File: src/logic/switch_state_map.vh
// Constants for the switch operating-state sequencer
`ifndef SWITCH_STATE_MAP_VH
`define SWITCH_STATE_MAP_VH

// ************************************************************
// Bus register offsets (byte addresses)
// ************************************************************
`define REG_CONTROL        4'h0
`define REG_STATUS         4'h4
`define REG_CHANNEL        4'h8

// ************************************************************
// Control register fields (write)
// ************************************************************
`define CTL_SLEEP_BIT      0
`define CTL_LPM_ENTER_BIT  1
`define CTL_LPM_EXIT_BIT   2
`define CTL_WD_ENABLE_BIT  3
`define CTL_WD_KICK_BIT    4
`define CTL_POR_CLEAR_BIT  5
`define CTL_LH_CLEAR_BIT   6

// ************************************************************
// Channel register fields
// ************************************************************
`define CH_SWITCH_LSB      0
`define CH_PARALLEL_BIT    2

// ************************************************************
// Status register fields (read)
// ************************************************************
`define ST_STATE_LSB       0
`define ST_POR_BIT         4
`define ST_LH_BIT          5
`define ST_WD_EN_BIT       6
`define ST_REGS_VALID_BIT  7

// ************************************************************
// States
// ************************************************************
`define ST_OFF             3'h0
`define ST_SLEEP           3'h1
`define ST_INIT            3'h2
`define ST_ACTIVE          3'h3
`define ST_LPM             3'h4
`define ST_UVLO            3'h5
`define ST_LIMP            3'h6

// ************************************************************
// Timing
// ************************************************************
`define INIT_TIME_NS       2000
`define CLK_PERIOD_NS      10
`define INIT_CYCLES        (`INIT_TIME_NS / `CLK_PERIOD_NS)
`define WD_TIME_US         100
`define WD_CYCLES          (`WD_TIME_US * 1000 / `CLK_PERIOD_NS)

`endif

File: src/logic/cycle_timer.v
// Down-counting timer with a one-cycle done pulse
`timescale 1ns/1ps
`default_nettype none

module cycle_timer #(
    parameter integer WIDTH = 16
) (
    // Clock and reset
    input  wire             clk_sys,
    input  wire             rst,
    // Control
    input  wire             start,
    input  wire             stop,
    input  wire [WIDTH-1:0] load,
    // Status
    output reg              running,
    output reg              done
);
    reg [WIDTH-1:0] count;

    always @(posedge clk_sys or posedge rst) begin
        if (rst) begin
            count   <= {WIDTH{1'b0}};
            running <= 1'b0;
            done    <= 1'b0;
        end else begin
            done <= 1'b0;
            if (stop) begin
                running <= 1'b0;
            end else if (start) begin
                count   <= load;
                running <= 1'b1;
            end else if (running) begin
                if (count <= {{(WIDTH-1){1'b0}}, 1'b1}) begin
                    running <= 1'b0;
                    done    <= 1'b1;
                end else begin
                    count <= count - {{(WIDTH-1){1'b0}}, 1'b1};
                end
            end
        end
    end
endmodule

`default_nettype wire

File: src/logic/switch_operating_state_machine.v
// Operating-state sequencer of a dual-channel serially controlled high-side switch
`timescale 1ns/1ps
`default_nettype none
`include "switch_state_map.vh"

// Behaviour
// RULE_01 - Power-on reset from loss of all supplies forces OFF, nothing active.
// RULE_02 - OFF goes to SLEEP when battery rises; ACTIVE goes to SLEEP on command.
// RULE_03 - SLEEP: outputs off, core unpowered, register contents lost.
// RULE_04 - Host keeps battery and logic supply powered during SLEEP.
// RULE_05 - Chip select low with logic supply good wakes SLEEP via init to CONFIG.
// RULE_06 - Host waits the ready interval after wake before real transfers.
// RULE_07 - CONFIG/ACTIVE: all registers writable, outputs on or off, diagnostics on.
// RULE_08 - Key-off with a channel still supplying uses low-power mode, not SLEEP.
// RULE_09 - Battery low with logic supply good moves ACTIVE to battery-undervoltage.
// RULE_10 - Battery good, reset released, logic good returns undervoltage to ACTIVE.
// RULE_11 - Battery-undervoltage: outputs off, registers kept, no serial or diagnostics.
// RULE_12 - Logic low, limp-home input high or watchdog failure enters limp-home.
// RULE_13 - Limp-home exits when logic good, status flag set, limp-home input low.
// RULE_14 - Limp-home outputs follow limp-home level or direct input pins.
// RULE_15 - Limp-home keeps initialised registers; serial only with logic supply present.
// RULE_16 - Low-power mode is entered and left by writes to its register.
// RULE_17 - Configuration registers are retained throughout low-power mode.
// RULE_18 - Parallel configuration bit is refused while outputs are on.
// RULE_19 - Core reset sets a readable power-on-reset status bit.
// RULE_20 - Low-power exit to ACTIVE passes self-test on command or current rise.
// RULE_21 - State resets to OFF; exactly one state active at any time.
module switch_operating_state_machine (
    // Clock and reset
    input  wire        clk_sys,
    input  wire        rst,
    // Avalon-MM slave
    input  wire [3:0]  address,
    input  wire        read,
    input  wire        write,
    input  wire [31:0] writedata,
    output reg  [31:0] readdata,
    output wire        waitrequest,
    // Supply monitors
    input  wire        batteryAbovePor,
    input  wire        batteryAboveFalling,
    input  wire        logicAboveRising,
    input  wire        logicAboveFalling,
    // Pins
    input  wire        chipSelect_n,
    input  wire        limpHomeInput,
    input  wire [1:0]  limpHomeChannelLevel,
    input  wire [1:0]  directChannelInput,
    input  wire        loadCurrentRise,
    // Outputs
    output reg  [1:0]  channelOutput,
    output reg  [2:0]  state,
    output reg         coreOn,
    output reg         diagEnable,
    output reg         lowPowerOn
);
    // ************************************************************
    // State and registers
    // ************************************************************
    localparam integer INIT_COUNT = `INIT_CYCLES;
    localparam integer WD_COUNT   = `WD_CYCLES;
    localparam [15:0]  INIT_LOAD  = INIT_COUNT[15:0];
    localparam [15:0]  WD_LOAD    = WD_COUNT[15:0];

    reg [2:0]  next_state;
    reg [1:0]  switchState;
    reg        parallel;
    reg        wdEnable;
    reg        porFlag;
    reg        limpHomeStatusFlag;
    reg        regsValid;
    reg        cmdSleep;
    reg        cmdLpmEnter;
    reg        cmdLpmExit;
    reg        wdKick;
    reg        readPending;
    reg        serialOk;
    wire       wrStrobe;
    wire       initDone;
    wire       wdDone;
    wire       wdRunning;
    wire       limpEntry;
    wire       enterInit;

    // Reads stall one cycle so registered data stand when waitrequest drops
    assign waitrequest = read && !readPending;

    always @* begin
        serialOk = 1'b0;
        case (state)
            `ST_ACTIVE: serialOk = 1'b1;
            `ST_LPM:    serialOk = 1'b1;
            `ST_LIMP:   serialOk = logicAboveRising;   // see RULE_15
            default:    serialOk = 1'b0;               // see RULE_11
        endcase
    end

    assign wrStrobe = write && serialOk;

    // ************************************************************
    // Transition conditions
    // ************************************************************
    assign limpEntry = !logicAboveFalling || limpHomeInput ||
                       (wdEnable && wdDone);            // see RULE_12
    assign enterInit = (state == `ST_SLEEP) && !chipSelect_n &&
                       logicAboveRising;                // see RULE_05

    always @* begin
        next_state = state;
        case (state)
            `ST_OFF: begin
                if (batteryAbovePor)
                    next_state = `ST_SLEEP;             // see RULE_02
            end
            `ST_SLEEP: begin
                if (enterInit)
                    next_state = `ST_INIT;              // see RULE_05
            end
            `ST_INIT: begin
                if (initDone)
                    next_state = `ST_ACTIVE;            // see RULE_20
            end
            `ST_ACTIVE: begin
                if (limpEntry)
                    next_state = `ST_LIMP;              // see RULE_12
                else if (!batteryAboveFalling && logicAboveRising)
                    next_state = `ST_UVLO;              // see RULE_09
                else if (cmdSleep)
                    next_state = `ST_SLEEP;             // see RULE_02
                else if (cmdLpmEnter)
                    next_state = `ST_LPM;               // see RULE_08
            end
            `ST_LPM: begin
                if (cmdLpmExit || loadCurrentRise)
                    next_state = `ST_INIT;              // see RULE_20
            end
            `ST_UVLO: begin
                if (batteryAboveFalling && batteryAbovePor && logicAboveRising)
                    next_state = `ST_ACTIVE;            // see RULE_10
            end
            `ST_LIMP: begin
                if (logicAboveRising && limpHomeStatusFlag && !limpHomeInput)
                    next_state = `ST_ACTIVE;            // see RULE_13
            end
            default: next_state = `ST_OFF;              // see RULE_21
        endcase
    end

    always @(posedge clk_sys or posedge rst) begin
        if (rst)
            state <= `ST_OFF;                           // see RULE_01
        else
            state <= next_state;
    end

    // ************************************************************
    // Timers: init/self-test and serial watchdog
    // ************************************************************
    cycle_timer #(.WIDTH(16)) initTimer (
        .clk_sys (clk_sys),
        .rst     (rst),
        .start   (state != `ST_INIT && next_state == `ST_INIT),
        .stop    (1'b0),
        .load    (INIT_LOAD),
        .running (),
        .done    (initDone)
    );

    // Watchdog only counts in ACTIVE and is re-armed by every kick
    cycle_timer #(.WIDTH(16)) wdTimer (
        .clk_sys (clk_sys),
        .rst     (rst),
        .start   (state == `ST_ACTIVE && (wdKick || !wdRunning) && !wdDone),
        .stop    (state != `ST_ACTIVE || !wdEnable),
        .load    (WD_LOAD),
        .running (wdRunning),
        .done    (wdDone)
    );

    // ************************************************************
    // Register file
    // ************************************************************
    always @(posedge clk_sys or posedge rst) begin
        if (rst) begin
            switchState        <= 2'h0;
            parallel           <= 1'b0;
            wdEnable           <= 1'b0;
            porFlag            <= 1'b1;
            limpHomeStatusFlag <= 1'b0;
            regsValid          <= 1'b0;
            cmdSleep           <= 1'b0;
            cmdLpmEnter        <= 1'b0;
            cmdLpmExit         <= 1'b0;
            wdKick             <= 1'b0;
        end else begin
            cmdSleep    <= 1'b0;
            cmdLpmEnter <= 1'b0;
            cmdLpmExit  <= 1'b0;
            wdKick      <= 1'b0;
            if (state == `ST_OFF || state == `ST_SLEEP) begin
                // Core unpowered: contents lost, reset marker raised
                switchState        <= 2'h0;             // see RULE_03
                parallel           <= 1'b0;
                wdEnable           <= 1'b0;
                regsValid          <= 1'b0;
                limpHomeStatusFlag <= 1'b0;
                porFlag            <= 1'b1;             // see RULE_19
            end else begin
                if (state == `ST_ACTIVE && next_state == `ST_LIMP)
                    limpHomeStatusFlag <= 1'b1;
                else if (wrStrobe && address == `REG_CONTROL &&
                         writedata[`CTL_LH_CLEAR_BIT])
                    limpHomeStatusFlag <= 1'b0;
                if (wrStrobe && address == `REG_CONTROL) begin
                    cmdSleep    <= writedata[`CTL_SLEEP_BIT];
                    cmdLpmEnter <= writedata[`CTL_LPM_ENTER_BIT];  // see RULE_16
                    cmdLpmExit  <= writedata[`CTL_LPM_EXIT_BIT];   // see RULE_16
                    wdKick      <= writedata[`CTL_WD_KICK_BIT];
                    if (state == `ST_ACTIVE)
                        wdEnable <= writedata[`CTL_WD_ENABLE_BIT];
                    if (writedata[`CTL_POR_CLEAR_BIT])
                        porFlag <= 1'b0;
                end
                // Outputs frozen in low-power mode; config is kept there
                if (wrStrobe && address == `REG_CHANNEL && state == `ST_ACTIVE) begin
                    switchState <= writedata[`CH_SWITCH_LSB +: 2];  // see RULE_07
                    regsValid   <= 1'b1;
                    if (switchState == 2'h0)
                        parallel <= writedata[`CH_PARALLEL_BIT];   // see RULE_18
                end
            end
        end
    end

    // ************************************************************
    // Read path
    // ************************************************************
    always @(posedge clk_sys or posedge rst) begin
        if (rst) begin
            readdata    <= 32'h0000_0000;
            readPending <= 1'b0;
        end else begin
            readPending <= read && !readPending;
            if (read && !readPending) begin
                readdata <= 32'h0000_0000;
                if (serialOk) begin
                    case (address)
                        `REG_STATUS: begin
                            readdata[`ST_STATE_LSB +: 3]  <= state;
                            readdata[`ST_POR_BIT]         <= porFlag;
                            readdata[`ST_LH_BIT]          <= limpHomeStatusFlag;
                            readdata[`ST_WD_EN_BIT]       <= wdEnable;
                            readdata[`ST_REGS_VALID_BIT]  <= regsValid;
                        end
                        `REG_CHANNEL: begin
                            readdata[`CH_SWITCH_LSB +: 2] <= switchState;
                            readdata[`CH_PARALLEL_BIT]    <= parallel;
                        end
                        default: readdata <= 32'h0000_0000;
                    endcase
                end
            end
        end
    end

    // ************************************************************
    // Output drive per state
    // ************************************************************
    always @(posedge clk_sys or posedge rst) begin
        if (rst) begin
            channelOutput <= 2'h0;
            coreOn        <= 1'b0;
            diagEnable    <= 1'b0;
            lowPowerOn    <= 1'b0;
        end else begin
            channelOutput <= 2'h0;
            coreOn        <= 1'b0;
            diagEnable    <= 1'b0;
            lowPowerOn    <= 1'b0;
            case (next_state)
                `ST_INIT:   coreOn <= 1'b1;
                `ST_ACTIVE: begin
                    coreOn        <= 1'b1;
                    diagEnable    <= 1'b1;              // see RULE_07
                    channelOutput <= parallel ? {2{switchState[0]}} : switchState;
                end
                `ST_LPM: begin
                    coreOn        <= 1'b1;
                    lowPowerOn    <= 1'b1;              // see RULE_17
                    channelOutput <= parallel ? {2{switchState[0]}} : switchState;  // see RULE_08
                end
                `ST_UVLO:   coreOn <= 1'b1;             // see RULE_11
                `ST_LIMP: begin
                    coreOn        <= 1'b1;
                    diagEnable    <= logicAboveRising;  // see RULE_15
                    channelOutput <= limpHomeChannelLevel | directChannelInput;  // see RULE_14
                end
                default: coreOn <= 1'b0;                // see RULE_03
            endcase
        end
    end
endmodule

`default_nettype wire

File: config.mk
export PLATFORM = sky130hd
export DESIGN_NAME = switch_operating_state_machine
export DESIGN_NICKNAME = d
export VERILOG_FILES = /design/src/logic/cycle_timer.v /design/src/logic/switch_operating_state_machine.v
export VERILOG_INCLUDE_DIRS = /design/src /design/src/logic
export SDC_FILE = /design/constraint.sdc
export NUM_CORES = 1
export LEC_CHECK = 0
export ABC_AREA = 1
export BUFFER_PORTS_ARGS = -buffer_cell sky130_fd_sc_hd__buf_4
export CAP_MARGIN = 40
export CORE_UTILIZATION = 30
export CTS_BUF_LIST = sky130_fd_sc_hd__clkbuf_8
export CTS_CLUSTER_SIZE = 30
export DETAILED_ROUTE_END_ITERATION = 6
export MAX_ROUTING_LAYER = met4
export SYNTH_ARGS = -nofsm -noshare
export SYNTH_HDL_FRONTEND = slang
export SYNTH_SLANG_ARGS = --single-unit
File: constraint.sdc
create_clock -name clk_sys -period 6.4 [get_ports clk_sys]
set_clock_uncertainty 0.2 [all_clocks]
set_input_delay 1.28 -clock clk_sys [delete_from_list [all_inputs] [get_ports clk_sys]]
set_output_delay 1.28 -clock clk_sys [all_outputs]
set_load 0.02 [all_outputs]
Word-level counts from Yosys, hierarchy flattened
Cells that the tools add are included.
{"block": "op_classes", "n_eq_ne": 17, "bitwise": 2, "n_addsub": 2, "mux": 64, "order_cmp": 2, "n_reduce_logical": 51}
{"cell": "$mux 16", "count": 6}
{"cell": "$mux 1", "count": 38}
{"cell": "$le 16x1->1 const B", "count": 2}
{"cell": "$sub 16x1->16 const B", "count": 2}
{"cell": "$mux 3", "count": 10}
{"cell": "$pmux 3 s7", "count": 1}
{"cell": "$eq 3x3->1 const B", "count": 6}
{"cell": "$logic_and 1x1->1", "count": 18}
{"cell": "$reduce_bool 2->1", "count": 7}
{"cell": "$eq 3x2->1 const B", "count": 4}
{"cell": "$logic_not 1->1", "count": 8}
{"cell": "$mux 8", "count": 1}
{"cell": "$reduce_and 2->1", "count": 4}
{"cell": "$logic_or 1x1->1", "count": 6}
{"cell": "$mux 2", "count": 3}
{"cell": "$ne 3x2->1 const B", "count": 2}
{"cell": "$pmux 3 s2", "count": 1}
{"cell": "$reduce_or 5->1", "count": 1}
{"cell": "$eq 4x3->1 const B", "count": 1}
{"cell": "$eq 4x4->1 const B", "count": 1}
{"cell": "$logic_not 4->1", "count": 1}
{"cell": "$mux 4", "count": 1}
{"cell": "$ne 2x1->1 const B", "count": 2}
{"cell": "$pmux 1 s2", "count": 2}
{"cell": "other kinds (9)", "count": 10}
{"block": "totals", "elab_cells": 161, "regBits": 88, "out_inout_bits": 41, "inputBits": 51}

Longest topological paths before layout
{"block": "logic_depth", "word_depth": 9, "mapped_depth": 12}

Cells and area by module
A second synthesis with hierarchy kept.
{"block": "hier_totals", "hier_cells": 654, "area_unflattened_um2": 4389.2}
{"module": "cycle_timer", "area_per_inst_um2": 1342.5, "n_inst": 2, "cells_each": 219}
{"module": "switch_operating_state_machine", "area_per_inst_um2": 1704.1, "n_inst": 1, "cells_each": 216}

Worst setup path before layout
No wires, ideal clock.
{"block": "synth_timing", "path_kind": "input -> output", "from": "in read", "to": "out waitrequest", "stages": 2, "path_slack_ps": 3276, "arrival_ps": 1644, "path_buffers": 0, "required_ps": 4920, "path_cell_list": "inv_1 nor2_1"}
{"block": "synth_between", "elab_chain_len": 1}
{"item": "from (decl)", "line": "switch_operating_state_machine.v:34", "rtl": "input wire read,"}
{"item": "$logic_and 1x1->1", "line": "switch_operating_state_machine.v:86", "rtl": "assign waitrequest = read && !readPending;"}
{"item": "to (decl)", "line": "switch_operating_state_machine.v:38", "rtl": "output wire waitrequest,"}
No other way between the ends.

Final worst setup path
Same ends and word-level chain as after synthesis.

==> results.sh <==
export IMPL_status="completed"
export IMPL_drtAntennaViolNets=0
export IMPL_fp_dieW_um=115
export IMPL_ys_ff_latch=63
export IMPL_synthArstFlopShare=1.00
export IMPL_r2r_setup_slack_ns=4.00
export IMPL_cts_buffers=9
export IMPL_synthesis_area_um2=3860
export IMPL_cellLeakagePower_nw=2.28
export IMPL_htree_levels=3
export IMPL_place_congestion=0.899
export IMPL_grt_overflow_total=0
export IMPL_port_buffers=41
export IMPL_ioPinCount=92
export IMPL_cts_repair_resize_count=0
export IMPL_fmax_ghz=0.313
export IMPL_setup_violations=0
export IMPL_relSlewSlack=0.466
export IMPL_ys_types=40
export IMPL_tns_ns=0
export IMPL_wl_per_cell_um=11.5
export IMPL_maxSlewViolCount=0
export IMPL_numClockSinks=63
export IMPL_hold_ws_ns=0.223
export IMPL_fin_crit_sh=0.499
export IMPL_diodes=0
export IMPL_final_common_cell="nand2_1"
export IMPL_dpl_worst_slack_ns=3.19
export IMPL_yosysSeqAreaShare=0.409
export IMPL_drtPass1Iterations=4
export IMPL_rows=41
export IMPL_root_buffer="clkbuf_8"
export IMPL_grt_pass1_vias=2997
export IMPL_avgSynthCellArea_um2=7.60
export IMPL_ir_drop_uv=89.5
export IMPL_rsz0062_at_grt="no"
export IMPL_min_to="readPending$_DFF_PP0_"
export IMPL_start_util=0.307
export IMPL_grt_usage=0.138
export IMPL_crit_fanout=3
export IMPL_fp_dieArea_um2=13300
export IMPL_tritoncts="built"
export IMPL_clk_latency_ns=0.35
export IMPL_n_fill_cell=1309
export IMPL_start_kind="primary input"
export IMPL_post_cts_buffers=0
export IMPL_synth_flop_cell="dfrtp_1"
export IMPL_hpwl_um=6190
export IMPL_hp_class="reg2reg"
export IMPL_coreArea_um2=12600
export IMPL_synth_edf_count=0
export IMPL_cts_max_path_buffers=2
export IMPL_timing_rr_start="wdTimer.count[0]$_DFFE_PP0P_"
export IMPL_drt_iter0_drc=246
export IMPL_yosysWarningCount=0
export IMPL_period_minus_slack_ns=3.20
export IMPL_route_detailed_drc=0
export IMPL_reg2regPathDepth=8
export IMPL_clk_pin_slew_ns=0.07
export IMPL_power_density_nw_per_um2=330
export IMPL_worst_ep_arrival_time_ns=1.72
export IMPL_hold_viol=0
export IMPL_holdPathStages=1
export IMPL_regToRegEndpoint="wdTimer.count[8]$_DFFE_PP0P_"
export IMPL_finalWirelength_um=8340
export IMPL_grt_antenna_before_repair=0
export IMPL_min_from="readPending$_DFF_PP0_"
export IMPL_drive_gt1_frac=0.162
export IMPL_vias=3282
export IMPL_viasPerCell=4.51
export IMPL_area_growth_pct=15.6
export IMPL_grt_pass1_wl_um=13900
export IMPL_syn_inst=508
export IMPL_fin_nets=606
export IMPL_cts_hold_buf=0
export IMPL_grt_max_degree=64
export IMPL_worstMarginPinSlew_ns=0.799
export IMPL_most_common_layout_cells="nand2_1 (111), nor2_1 (88), dfrtp_1 (62)"
export IMPL_power_mw=1.47
export IMPL_critPathKind="in2out"
export IMPL_end_kind="output port"
export IMPL_drv_cap=0
export IMPL_setup_slack_ns=3.20
export IMPL_die_h_um=115
export IMPL_worstPathRequired_ns=4.92
## final cells by class
type	count	area, µm²	area share
clock inverter	6	92.6	0.0208
inverter	51	191	0.0429
multi-input combinational	384	1930	0.433
clock buffer	10	138	0.0309
timing repair buffer	42	315	0.0707
tap	172	215	0.0483
sequential	63	1580	0.354
## per-layer routing
metal / vias up / global-route usage / wire length, µm
li1: 1657 / - / -
met1: 1526 / 0.173 / 3950
met2: 88 / 0.212 / 3790
met3: 11 / 0.0314 / 462
met4: 0 / 0.0615 / 131
met5: - / - / 0
## cells in the mapped netlist (2+ instances only)
cell type	number	area, µm²
nand2_1	111	417
nor2_1	88	330
dfrtp_1	62	1550
nand3_1	51	255
inv_1	44	165
buf_4	27	203
o21ai_0	13	65.1
xnor2_1	12	105
xor2_1	12	105
nor3_1	10	50.1
nand4_1	9	56.3
o21ai_1	9	45.0
inv_2	6	22.5
buf_2	5	25.0
ha_1	4	50.1
nand3_2	4	40.0
nor2_2	4	25.0
o211ai_1	4	30.0
a21oi_1	3	15.0
nand2_2	3	18.8
o31ai_2	3	37.5
or2_2	3	18.8
a22o_1	2	17.5
buf_6	2	22.5
nor3_4	2	32.5
## critical path: stages
cell,delay (ns)
buf_4,0.08
inv_1,0.03
nor2_1,0.16
buf_4,0.18
## how the worst max path moves through the flow
stage / startpoint / to / slack (ns) / cells after the start
3_5_place_dp: read / waitrequest / 3.19 / 4
3_3_place_gp: read / waitrequest / 3.21 / 4
2_1_floorplan: read / waitrequest / 3.28 / 2
6_report: read / waitrequest / 3.20 / 4
4_1_cts: read / waitrequest / 3.19 / 4
5_1_grt: read / waitrequest / 3.11 / 4
## cells by family (layout without fill, tap and decap cells)
kind of cell	count (synthesis)	after routing	share of synthesized area
simple gates	293	293	0.346
buf+inv	85	109	0.114
flops	63	63	0.409
compound gates	38	38	0.0619
xor+xnor	24	24	0.0545
fa+ha+maj	4	4	0.0130
other cells	1	25	0.000972
## per-stage QoR
stage          cell area, µm²  cells  utilization
6_report                 4460    728        0.355
5_1_grt                  4460    728        0.355
4_1_cts                  4460    728        0.355
3_5_place_dp             4230    712        0.336
3_3_place_gp             4230    712        0.336
2_1_floorplan            3950    532            -
## sequential cells by signal, summed over array words and instances (netlist names), 2 cells and up
signal and count:
channelOutput 2, initTimer.count 16, readdata 7, state 3, switchState 2, wdTimer.count 16
## power by group
part           switching (mW)  internal, mW  leakage [nW]
clock                   0.168         0.232         0.109
sequential             0.0799         0.460         0.842
combinational           0.338         0.195          1.33
(Power assumes the default switching activity.)
